===== src/rtl/qdl_pkg.sv =====
// Purpose: shared constants and types for the quad DAC load control
// Assumes: 8-bit channel codes, four channels, 12-bit serial frame
// Notes:   frame layout is MSB first, top two bits are shutdown flags
package qdl_pkg;

  localparam int unsigned QDL_NUM_CH     = 4;
  localparam int unsigned QDL_CODE_W     = 8;
  localparam int unsigned QDL_FRAME_W    = 12;
  localparam int unsigned QDL_SYNC_W     = 2;

  // Frame field positions
  localparam int unsigned QDL_POS_SHDN_ALL = 11;
  localparam int unsigned QDL_POS_SHDN_ONE = 10;
  localparam int unsigned QDL_POS_SEL_HI   = 9;
  localparam int unsigned QDL_POS_SEL_LO   = 8;
  localparam int unsigned QDL_POS_CODE_LSB = 0;

  // Reset values
  localparam logic [7:0]  QDL_CODE_RST   = 8'h00;
  localparam logic [11:0] QDL_FRAME_RST  = 12'h000;
  localparam logic [3:0]  QDL_SHDN_RST   = 4'h0;

  typedef struct packed {
    logic       shutdown_all_bit;
    logic       shutdown_one_bit;
    logic       chan_sel_hi;
    logic       chan_sel_lo;
    logic [7:0] channel_code;
  } qdl_frame_t;

  typedef struct packed {
    logic       chan_sel_hi;
    logic       chan_sel_lo;
    logic [7:0] parallel_data_in;
  } qdl_par_t;

endpackage


===== src/rtl/qdl_sync.sv =====
// Purpose: two-flop synchroniser for a bundle of pin levels
// Assumes: inputs are asynchronous to core_clk_i
// Notes:   first stage is read only by the second stage
`timescale 1ns/1ns
module qdl_sync #(
  parameter int unsigned WIDTH = 1,
  parameter logic [WIDTH-1:0] RST_VAL = '0
) (
  // Clock and reset
  input  wire logic             core_clk_i,
  input  wire logic             rstn_i,
  // Levels
  input  wire logic [WIDTH-1:0] async_i,
  output logic      [WIDTH-1:0] sync_o
);

  logic [WIDTH-1:0] meta_q;
  logic [WIDTH-1:0] meta_d;
  logic [WIDTH-1:0] sync_q;
  logic [WIDTH-1:0] sync_d;

  always_comb begin
    meta_d = async_i;
    sync_d = meta_q;
  end

  always_ff @(posedge core_clk_i or negedge rstn_i) begin
    if (!rstn_i) begin
      meta_q <= RST_VAL;
      sync_q <= RST_VAL;
    end else begin
      meta_q <= meta_d;
      sync_q <= sync_d;
    end
  end

  assign sync_o = sync_q;

endmodule


===== src/rtl/qdl_core.sv =====
// Purpose: load control of a quad 8-bit DAC, serial and parallel fronts
// Assumes: all host pins are asynchronous and sampled by core_clk_i
// Notes:   latch behaviour is modelled with sampled pins; transparency
//          therefore shows after the synchroniser delay, and a clear
//          pulse shorter than one clock may be missed
`timescale 1ns/1ns

// Notes on behaviour
// - Chip select low: shift frame in MSB first on rising link clock.
// - Chip select rising with clock low copies code to addressed input reg.
// - Serial address 00,01,10,11 selects channel A,B,C,D.
// - Frame bit 11 low shuts down all four channels.
// - Frame bit 10 low shuts down only the addressed channel.
// - Serial: chip select high, load low moves all input regs to outputs.
// - Load strobe is level sensitive; outputs follow while it stays low.
// - Parallel: write low, load high passes data into addressed reg.
// - Write strobe rising edge latches the addressed input register.
// - Parallel address pins hi,lo select channel A,B,C,D.
// - Load high holds every DAC register during input writes.
// - Write high, load low: DAC registers load and stay transparent.
// - Write and load both low: data flows through to the DAC register.
// - Load rising edge with write high latches DAC registers.
// - Write and load both high: nothing changes.
// - Clear low zeroes input and DAC registers, not the shift register.
// - Chip select high ignores link clock; load works regardless of it.
module qdl_core
  import qdl_pkg::*;
#(
  parameter int unsigned NUM_CH = QDL_NUM_CH,
  parameter int unsigned CODE_W = QDL_CODE_W
) (
  // Clock and reset
  input  wire logic                           core_clk_i,
  input  wire logic                           rstn_i,
  // Variant select: high for the serial front end
  input  wire logic                           serial_mode_i,
  // Serial front end
  input  wire logic                           chip_sel_n_i,
  input  wire logic                           link_clk_i,
  input  wire logic                           serial_in_sleep_pin_i,
  // Parallel front end
  input  wire logic                           write_strobe_n_i,
  input  wire logic                           chan_sel_hi_i,
  input  wire logic                           chan_sel_lo_i,
  input  wire logic [CODE_W-1:0]              parallel_data_in_i,
  // Shared controls
  input  wire logic                           load_out_strobe_n_i,
  input  wire logic                           zero_all_n_i,
  // Channel outputs
  output logic      [NUM_CH-1:0][CODE_W-1:0]  input_reg_o,
  output logic      [NUM_CH-1:0][CODE_W-1:0]  dac_reg_o,
  output logic      [NUM_CH-1:0]              chan_shutdown_o
);

  localparam int unsigned PIN_W = 7 + CODE_W;

  // Every host pin is asynchronous, so all pass two flops first
  // Pin bundle: cs, clk, sdi, wr, hi, lo, load, data
  logic [PIN_W-1:0] pins_raw;
  logic [PIN_W-1:0] pins_s;
  logic             cs_n_s;
  logic             lclk_s;
  logic             sdi_s;
  logic             wr_n_s;
  logic             hi_s;
  logic             lo_s;
  logic             ld_n_s;
  logic [CODE_W-1:0] db_s;
  logic             clr_n_s;
  logic             mode_s;

  assign pins_raw = {chip_sel_n_i, link_clk_i, serial_in_sleep_pin_i,
                     write_strobe_n_i, chan_sel_hi_i, chan_sel_lo_i,
                     load_out_strobe_n_i, parallel_data_in_i};

  // One bundle so data and strobes see the same delay
  qdl_sync #(
    .WIDTH   (PIN_W),
    .RST_VAL ({1'b1, 1'b0, 1'b0, 1'b1, 1'b0, 1'b0, 1'b1,
               {CODE_W{1'b0}}})
  ) u_pin_sync (
    .core_clk_i (core_clk_i),
    .rstn_i     (rstn_i),
    .async_i    (pins_raw),
    .sync_o     (pins_s)
  );

  qdl_sync #(
    .WIDTH   (1),
    .RST_VAL (1'b1)
  ) u_clr_sync (
    .core_clk_i (core_clk_i),
    .rstn_i     (rstn_i),
    .async_i    (zero_all_n_i),
    .sync_o     (clr_n_s)
  );

  // Front-end choice is a pin too; a raw edge could mix the fronts
  qdl_sync #(
    .WIDTH   (1),
    .RST_VAL (1'b1)
  ) u_mode_sync (
    .core_clk_i (core_clk_i),
    .rstn_i     (rstn_i),
    .async_i    (serial_mode_i),
    .sync_o     (mode_s)
  );

  assign cs_n_s = pins_s[PIN_W-1];
  assign lclk_s = pins_s[PIN_W-2];
  assign sdi_s  = pins_s[PIN_W-3];
  assign wr_n_s = pins_s[PIN_W-4];
  assign hi_s   = pins_s[PIN_W-5];
  assign lo_s   = pins_s[PIN_W-6];
  assign ld_n_s = pins_s[PIN_W-7];
  assign db_s   = pins_s[CODE_W-1:0];

  // Both fronts share one address decode
  function automatic logic [1:0] chan_index(input logic hi, input logic lo);
    chan_index = {hi, lo};
  endfunction

  // Edge history of the synchronised strobes
  // Reset values match the idle pin levels, so no false edge at start
  logic             lclk_prev_q, lclk_prev_d;
  logic             cs_prev_q, cs_prev_d;
  logic             wr_prev_q, wr_prev_d;
  logic [QDL_FRAME_W-1:0] shift_q, shift_d;
  logic [NUM_CH-1:0][CODE_W-1:0] in_q, in_d;
  logic [NUM_CH-1:0][CODE_W-1:0] dac_q, dac_d;
  logic [NUM_CH-1:0] shdn_q, shdn_d;

  qdl_frame_t frame;
  logic       lclk_rise;
  logic       cs_rise;
  logic       wr_rise;
  logic [1:0] ser_idx;
  logic [1:0] par_idx;

  // Frame fields read straight from the shift register
  assign frame     = qdl_frame_t'(shift_q);
  assign lclk_rise = lclk_s & ~lclk_prev_q;
  assign cs_rise   = cs_n_s & ~cs_prev_q;
  assign wr_rise   = wr_n_s & ~wr_prev_q;
  assign ser_idx   = chan_index(frame.chan_sel_hi, frame.chan_sel_lo);
  assign par_idx   = chan_index(hi_s, lo_s);

  always_comb begin
    lclk_prev_d = lclk_s;
    cs_prev_d   = cs_n_s;
    wr_prev_d   = wr_n_s;
    shift_d     = shift_q;
    in_d        = in_q;
    dac_d       = dac_q;
    shdn_d      = shdn_q;

    // Shift register ignores clear; cs high blocks shifting
    if (mode_s && !cs_n_s && lclk_rise) begin
      shift_d = {shift_q[QDL_FRAME_W-2:0], sdi_s};
    end

    if (mode_s) begin
      // Frame is taken only when the link clock rests low
      if (cs_rise && !lclk_s) begin
        in_d[ser_idx] = frame.channel_code;
        // Each committed frame replaces the whole shutdown state
        if (!frame.shutdown_all_bit) begin
          shdn_d = {NUM_CH{1'b1}};
        end else if (!frame.shutdown_one_bit) begin
          shdn_d = QDL_SHDN_RST;
          shdn_d[ser_idx] = 1'b1;
        end else begin
          shdn_d = QDL_SHDN_RST;
        end
      end
    end else if (!wr_n_s || wr_rise) begin
      // Low phase is transparent, rising edge keeps last sample
      in_d[par_idx] = db_s;
    end

    // Load low makes DAC regs follow input regs, high holds them.
    // Uses next input values so write-and-load-low flows straight through.
    if (!ld_n_s) begin
      dac_d = in_d;
    end else begin
      // Rising load leaves the last followed value in place
      dac_d = dac_q;
    end

    // Clear comes last so it beats a write, or a commit's code but not its shutdown bits, in the same cycle
    if (!clr_n_s) begin
      in_d   = '0;
      dac_d  = '0;
    end
  end

  always_ff @(posedge core_clk_i or negedge rstn_i) begin
    if (!rstn_i) begin
      lclk_prev_q <= 1'b0;
      cs_prev_q   <= 1'b1;
      wr_prev_q   <= 1'b1;
      shift_q     <= QDL_FRAME_RST;
      in_q        <= '0;
      dac_q       <= '0;
      shdn_q      <= QDL_SHDN_RST;
    end else begin
      lclk_prev_q <= lclk_prev_d;
      cs_prev_q   <= cs_prev_d;
      wr_prev_q   <= wr_prev_d;
      shift_q     <= shift_d;
      in_q        <= in_d;
      dac_q       <= dac_d;
      shdn_q      <= shdn_d;
    end
  end

  // Outputs straight from flops, no decode after them
  assign input_reg_o     = in_q;
  assign dac_reg_o       = dac_q;
  assign chan_shutdown_o = shdn_q;

endmodule


===== config.mk =====
export PLATFORM = sky130hd
export DESIGN_NAME = qdl_core
export DESIGN_NICKNAME = d
export VERILOG_FILES = /design/src/rtl/qdl_pkg.sv /design/src/rtl/qdl_sync.sv /design/src/rtl/qdl_core.sv
export SDC_FILE = /design/constraint.sdc
export NUM_CORES = 1
export LEC_CHECK = 0
export ABC_AREA = 1
export BUFFER_PORTS_ARGS = -buffer_cell sky130_fd_sc_hd__clkbuf_2
export CAP_MARGIN = 10
export CORE_MARGIN = 2
export CORE_UTILIZATION = 25
export DETAILED_ROUTE_END_ITERATION = 12
export GPL_TIMING_DRIVEN = 0
export HOLD_SLACK_MARGIN = 0.12
export PLACE_DENSITY = 0.54
export SYNTH_ARGS = -nofsm -noshare
export SYNTH_HDL_FRONTEND = slang
export SYNTH_SLANG_ARGS = --single-unit

===== constraint.sdc =====
create_clock -name core_clk_i -period 1.6 [get_ports core_clk_i]
set_clock_uncertainty 0.05 [all_clocks]
set_input_delay 0.16 -clock core_clk_i [delete_from_list [all_inputs] [get_ports core_clk_i]]
set_output_delay 0.16 -clock core_clk_i [all_outputs]
set_load 0.02 [all_outputs]

# After elaboration in Yosys (flattened, before gate mapping)
# Index checks and enable logic that the tools add are counted.
[classes] order_cmp=4 eq_ne=1 n_mux=16 n_bitwise=6 reduce_logical=10
[op_table] op="$mux W32" count=6
[op_table] op="$bwmux W32" count=2
[op_table] op="$demux W8 S2" count=2
[op_table] op="$mux W8" count=2
[op_table] op="$mux W4" count=2
[op_table] op="$lt A2 B3 Y1 const B" count=2
[op_table] op="$logic_and A1 B1 Y1" count=5
[op_table] op="$ge A2 B1 Y1 const B" count=2
[op_table] op="$and A1 B1 Y1" count=3
[op_table] op="$logic_not A1 Y1" count=3
[op_table] op="$not A1 Y1" count=3
[op_table] op="$demux W1 S2" count=1
[op_table] op="$ne A2 B2 Y1 const B" count=1
[op_table] op="$reduce_and A2 Y1" count=1
[op_table] op="$logic_or A1 B1 Y1" count=1
[op_table] op="$mux W1" count=1
[word_totals] ff_bits=117 inputBits=19 word_cells=56

# Logic depth before layout (Yosys ltp)
# Gate-level depths: netlist of the first run.
[depth] depth_word=9 depth_mapped=9 ltp_nobuf=8

# Modules after synthesis
# From an unflattened synthesis of the first run, not the netlist that was laid out.
[unflattened] cells_unflattened=615 hier_area_um2=5256.3
[by_module_without_submodules] mod="qdl_core" n_inst=1 cells_each=581 area_per_inst_um2=4393.0 seq_area_each_um2=2079.5
[by_module_without_submodules] mod="qdl_sync (u_pin_sync)" n_inst=1 cells_each=30 area_per_inst_um2=758.2 seq_area_each_um2=758.2
[by_module_without_submodules] mod="qdl_sync (u_clr_sync ...)" n_inst=2 cells_each=2 area_per_inst_um2=52.6 seq_area_each_um2=52.6

# Worst setup path before layout of the first run
# No wires, ideal clock.
[synth_timing] path_kind="register -> register" startpoint="register u_pin_sync.sync_q[14], in the netlist u_pin_sync.sync_o[14]" endpoint="register in_q, in the netlist input_reg_o[24]" arrival_time_ns=1.249 required_time_ns=1.431 slack_ns=0.182 stages_incl_launch_ff=6 path_buffers=1 synth_period_minus_slack_ns=1.418 cell_sequence="dfstp_2 > nand3_4 > buf_4 > o21ai_0 > nand3_1 > and2_1"
[synth_between] elab_chain_cells=5
[synth_lines] element="start, declared" line_no="qdl_sync.sv:19" source="logic [WIDTH-1:0] sync_q;"
[synth_lines] element="start signal, assigned" line_no="qdl_sync.sv:33" source="sync_q <= sync_d;"
[synth_lines] element="$and A1 B1 Y1" line_no="qdl_core.sv:143" source="assign cs_rise = cs_n_s & ~cs_prev_q;"
[synth_lines] element="$logic_and A1 B1 Y1" line_no="qdl_core.sv:164" source="if (cs_rise && !lclk_s) begin"
[synth_lines] element="$mux W32" line_no="qdl_core.sv:164"
[synth_lines] element="$mux W32" line_no="qdl_core.sv:162" source="if (mode_s) begin"
[synth_lines] element="$mux W32" line_no="qdl_core.sv:191" source="if (!clr_n_s) begin"
[synth_lines] element="end signal, assigned" line_no="qdl_core.sv:211" source="in_q <= in_d;"
[synth_lines] element="end, declared" line_no="qdl_core.sv:129" source="logic [NUM_CH-1:0][CODE_W-1:0] in_q, in_d;"
# No other way between the ends.
# A chain may end at the register's enable or synchronous reset.

# Worst setup path after layout of the first run
[layout_timing] startpoint="register u_pin_sync.sync_q[14], in the netlist u_pin_sync.sync_o[14]" endpoint="register in_q, in the netlist input_reg_o[0]"
# The elaborated chain is that of the path after synthesis.

==> impl_metrics.toml, run 1 <==
[global_route]
grtUsageMet2_pct = 23.2
track_usage_pct = 15.3
grt_pass1_wl_um = 25300
grtUsageMet3_pct = 4.98
grt_max_degree = 81
grt-ovfl-total = 0
antenna_found_initial = 0
grt.met1_usage_pct = 21.0
grt_pass1_vias = 4454
grt-busiest-layer = "met2"

[route]
drc = 0
antenna_left = 0
drt_wl_total_um = 16300
drt_iter0_markers = 400
drtPass1Iterations = 5
wl_per_cell_um = 15.8
vias = 4588
avgViaCountPerCell = 4.45

[die]
ios = 87
dieArea_um2 = 22200
fp-row-count = 53
core_um2 = 20800
die_w_um = 149
initial_core_util_pct = 25.2
die_y_um = 149

[critical_path]
startpoint_type = "register"
crit_buf_inv = 1
crit_path_start = "u_pin_sync.sync_o[14]$_DFF_PN1_"
reg2reg_from = "u_pin_sync.sync_o[14]$_DFF_PN1_"
cp_slowest_cell = "dfstp_2"
cp_slowest_stage_delay_ns = 0.58
worstPathMaxFanout = 8
crit_chain = "inv_2 -> nor2_4 -> nand4_4 -> nand2_1 -> nand3_2 -> and2_1"
path_class = "reg2reg"
worstPathRequired_ns = 1.87
arrival_ns = 1.90
crit_family = "simple AND/OR/NAND/NOR gates"
end_kind = "register"

[outcome]
violations = "negative setup slack"
outcome = "complete, but fails checks"

[sta]
final.setup.worst_slack_ns = -0.0246
max_freq_mhz = 616
min_period_over_period_pct = 102
worstMarginPinSlew_ns = 0.423
relSlewSlack_pct = 71.8
rsz0062_at_grt = "yes"
tns_ns = -0.0524
slew_violations = 0
finalHoldViolations = 0
timing.final.crit_period_ns = 1.62
setup_viol = 4

[yosys]
synth_edf_count = 0
yosys.area.top_type_share_pct = 50.0
async_reset_ff_share_pct = 100
synth_seq_cells = 117
synth_area_leaders = "dfrtp_1 50%, nand2_1 13%, nand3_1 9.5%"
synth_ff_type = "dfrtp_1"
yosysMostFrequentCell = "nand2_1"
syn_nets = 634
yosysWarnings = 0
synth-seq-area-share_pct = 56.0
avgSynthCellArea_um2 = 8.55
synth_largest_area_cell = "dfrtp_1"
synth_common_cells = "181 x nand2_1, 105 x dfrtp_1, 100 x nand3_1, 50 x nor2_1, 36 x inv_1"
netlist_area_um2 = 5260
postSynthCellCount = 615
synth_cell_types = 24

[cts]
cts_max_path_buffers = 2
clk_pin_slew_worst_paths_ns = 0.06
cts_max_level = 4
cts_tree = "yes"
numCtsBuffers = 17
root_buffer = "clkbuf_16"
clock_latency_ns = 0.43
clock-sinks = 117

[worst_hold_path]
min_path_type = "in2async"

[power_and_ir_drop]
ir_worst_vdd_mv = 0.770
power.density_nw_per_um2 = 1200
power_mw = 8.41
leakagePower_nw = 3.49

[layout]
fin_nets = 762
nFillCells = 2221
antenna_cells = 0
drive_gt1_share_pct = 28.6
syn_to_final_growth_pct = 33.7
design_area_um2 = 7030

[placed_design]
placed_area_um2 = 6070
place_congestion = 0.822
dp_slack_ns = -0.196
port_buffers = 86
dp_hpwl_um = 11300

[flow_run]
cap_viol_max_count = 0
-- cell families after synthesis --
logic type	share of synthesized area [%]
flip-flops	56.0
buffers and inverters	5.69
AO/OA/AOI/OAI	5.43
AND/OR/NAND/NOR	32.9
-- where the power goes --
part	switching [mW]	internal, mW	total [mW]
combinational	0.815	0.427	1.24
clock	1.58	2.04	3.63
sequential	0.321	3.22	3.54
total	2.72	5.69	8.41
-- layer usage --
metal	wire length, µm	vias to the layer above
li1	-	2273
met1	7550	2160
met2	7360	143
met3	1230	12
met4	159	0
met5	0	-
-- final cells by class --
type / instances / area, µm² / area share (%)
plain buffers: 27 / 169 / 2.40
clock buffers: 17 / 425 / 6.05
repair buffers: 109 / 677 / 9.63
inverters: 44 / 175 / 2.49
clock inverters: 15 / 133 / 1.89
well taps: 275 / 344 / 4.89
multi-input cells: 427 / 2160 / 30.8
flip-flops and latches: 117 / 2950 / 41.9
-- cells in the final DEF, fill, tap and decap left out, types with 2 or more instances in the layout --
cell	instances
nand2_1	168
dfrtp_1	103
clkbuf_2	88
nand3_1	87
nor2_1	50
inv_1	34
a31oi_1	20
dlygate4sd3_1	18
clkbuf_16	17
and2_1	16
nand4_1	16
nand3_2	14
nand2_2	13
buf_2	12
o21ai_0	12
dfstp_2	12
buf_4	9
nor2_4	8
a21boi_0	8
inv_6	8
inv_2	7
clkbuf_4	6
a21oi_1	5
clkinvlp_4	4
nand3_4	3
o21ai_1	3
inv_8	3
dfrtp_2	2
-- timing repair --
item | 4_1_cts | 5_1_grt
setup buffers | 0 | 4
endpoints found under the hold margin | 125 | 0
setup endpoints to repair | 59 | 59
hold buffers | 18 | 0
resized for setup | 9 | 59
pin swaps | 0 | 18
-- flip-flops by register name, indices dropped and copies added, names as in the netlist --
signal              count
chan_shutdown_o         4
u_clr_sync.meta_q       1
u_mode_sync.meta_q      1
wr_prev_q               1
cs_prev_q               1
u_mode_sync.sync_o      1
input_reg_o            32
u_pin_sync.sync_o      15
dac_reg_o              32
lclk_prev_q             1
u_clr_sync.sync_o       1
frame                  12
u_pin_sync.meta_q      15
-- path summary, 6_finish.rpt --
check,to,slack [ns],depth (start not counted)
hold / removal,u_pin_sync.meta_q[12]$_DFF_PN0_,0.15,2
setup reg to reg,input_reg_o[0]$_DFF_PN0_,-0.02,6
hold reg to reg,u_pin_sync.sync_o[7]$_DFF_PN0_,0.30,0
max in group asynchronous,u_clr_sync.meta_q$_DFF_PN1_,0.62,3
min in group core_clk_i,u_pin_sync.sync_o[7]$_DFF_PN0_,0.30,0
setup / recovery,input_reg_o[0]$_DFF_PN0_,-0.02,6
-- per-stage QoR --
| stage | util, % | hold WS, ns | instances |
|---|---|---|---|
| floorplan | - | -0.186 | 615 |
| global placement | 29.0 | 0.199 | 976 |
| detailed placement | 29.1 | 0.0494 | 977 |
| CTS | 32.8 | 0.164 | 1027 |
| global route | 33.8 | 0.175 | 1031 |
| finish | 33.8 | 0.151 | 1031 |
No activity file was read; power rests on OpenSTA's default activity.
==> run 2, diff against run 1 <==
- REMOVE_ABC_BUFFERS: not set -> 1
- SETUP_SLACK_MARGIN: not set -> 0.4
==> run 2 against run 1 <==
The run still ends with negative setup slack left; die area is the same; sequential power grew 2%; maximum frequency shrank 0.57%; worst hold slack gained 0.026 ns; design area grew 23%; routed wire length grew 15%; clock-buffer cell count is the same; combinational power grew 43%; via count grew 11%; total power grew 7.6%; critical path depth is the same; highest routed layer unchanged.
==> impl_metrics.toml, run 2 (synthesized netlist as in run 1, its figures left out) <==
[outcome]
outcome = "complete, but fails checks"
violations = "negative setup slack"

[critical_path]
crit_buf_inv = 1
crit_chain = "inv_2 -> nor2_4 -> nand4_4 -> nand2_1 -> nand3_2 -> and2_1"
crit_family = "simple AND/OR/NAND/NOR gates"
cp_slowest_cell = "dfstp_2"
worstPathMaxFanout = 8
cp_slowest_stage_delay_ns = 0.60
path_class = "reg2reg"
arrival_ns = 1.90
startpoint_type = "register"
worstPathRequired_ns = 1.87
end_kind = "register"

[route]
vias = 5084
wl_per_cell_um = 17.1
avgViaCountPerCell = 4.64
drtPass1Iterations = 5
drc = 0
drt_iter0_markers = 381
drt_wl_total_um = 18700
antenna_left = 0

[power_and_ir_drop]
power_mw = 9.05
ir_worst_vdd_mv = 0.769
power.density_nw_per_um2 = 1050
leakagePower_nw = 4.18

[global_route]
grt_max_degree = 76
antenna_found_initial = 0
track_usage_pct = 16.8
grt_pass1_wl_um = 27700
grt_pass1_vias = 4800
grt-ovfl-total = 0

[layout]
antenna_cells = 0
final-instance-count-excl-fill = 1096
final_common_cell = "nand2_1"
syn_to_final_growth_pct = 64.2
fin_nets = 827
drive_gt1_share_pct = 44.7
final_cell_mix = "127 x nand2_1, 100 x dfrtp_1, 74 x buf_4"

[sta]
max_freq_mhz = 612
rsz0062_at_grt = "yes"
worstMarginPinSlew_ns = 0.496
final.setup.worst_slack_ns = -0.0338
timing.final.crit_period_ns = 1.63
finalHoldViolations = 0
tns_ns = -0.299
whs_ns = 0.178
setup_viol = 19
relSlewSlack_pct = 67.0
slew_violations = 0
min_period_over_period_pct = 102

[cts]
cts_tree = "yes"
numCtsBuffers = 17
cts_max_path_buffers = 2
root_buffer = "clkbuf_16"
clock_latency_ns = 0.43
clk_pin_slew_worst_paths_ns = 0.06
cts_max_level = 4
clock-sinks = 117

[die]
ios = 87
fp-row-count = 53
die_w_um = 149
die_y_um = 149
dieArea_um2 = 22200
core_um2 = 20800
initial_core_util_pct = 25.2

[worst_hold_path]
min_path_type = "in2async"

[placed_design]
dp_hpwl_um = 10100
place_congestion = 0.782
dp_slack_ns = -1.15
port_buffers = 86
place_inst = 951

[flow_run]
cap_viol_max_count = 0
run 2: cell types whose count changed in the layout (fill, tap and decap cells not counted), sizes merged:
cell	previous run	this run
nand3	104	108
buf	23	125
clkbuf	112	67
nand2	182	183
clkinv	2	6
inv	53	46
bufinv	0	1
clkinvlp	4	9
run 2: timing repair:
action | CTS | global route
pin swaps | 36 | 46
hold buffers | 18 | 0
endpoints found under the hold margin | 130 | 0
setup endpoints to repair | 118 | 134
gates cloned | 7 | 5
setup buffers | 65 | 18
gates resized for setup | 176 | 150
run 2: worst reg2reg max path: cells and delay by family (launching register included):
family | cells | cell delay [ns]
buffers and inverters | 1 | 0.06
flip-flops | 1 | 0.60
AND/OR/NAND/NOR | 5 | 0.81
run 2: through the flow:
stage,area (µm²),util (%)
floorplan,5120,-
global placement,5900,28.3
CTS,8020,38.5
global route,8630,41.4
detailed placement,5960,28.6
finish,8630,41.4
run 2: path summary, 6_finish.rpt:
path / endpoint / start / depth (start not counted) / slack [ns]
hold / removal: dac_reg_o[1]$_DFFE_PN0P_ / rstn_i / 2 / 0.18
setup reg to reg: input_reg_o[5]$_DFF_PN0_ / u_pin_sync.sync_o[14]$_DFF_PN1_ / 6 / -0.03
min in group core_clk_i: u_pin_sync.sync_o[0]$_DFF_PN0_ / u_pin_sync.meta_q[0]$_DFF_PN0_ / 0 / 0.30
hold reg to reg: u_pin_sync.sync_o[0]$_DFF_PN0_ / u_pin_sync.meta_q[0]$_DFF_PN0_ / 0 / 0.30
max in group asynchronous: cs_prev_q$_DFF_PN1_ / rstn_i / 3 / 0.63
setup / recovery: input_reg_o[5]$_DFF_PN0_ / u_pin_sync.sync_o[14]$_DFF_PN1_ / 6 / -0.03
run 2: routing by layer:
metal | part of all wire, % | global-route usage, %
met2 | 47 | 25.9
met5 | 0 | 0
met3 | 7.3 | 4.56
met4 | 3.0 | 6.71
met1 | 43 | 22.3
run 2: power by group:
group          internal, mW  switching (mW)  total, mW  leakage, nW
logic                 0.776           0.992       1.77         2.45
clock network          2.16            1.51       3.67        0.275
registers              3.22           0.390       3.61         1.45
run 2: area by class of cell:
class	count	area [µm²]
multi-input combinational	432	2640
timing repair buffer	193	1910
clock buffer	17	425
sequential	117	2960
timing repair inverter	3	22.5
tap	275	344
inverter	44	190
clock inverter	15	143
fill	2033	12200
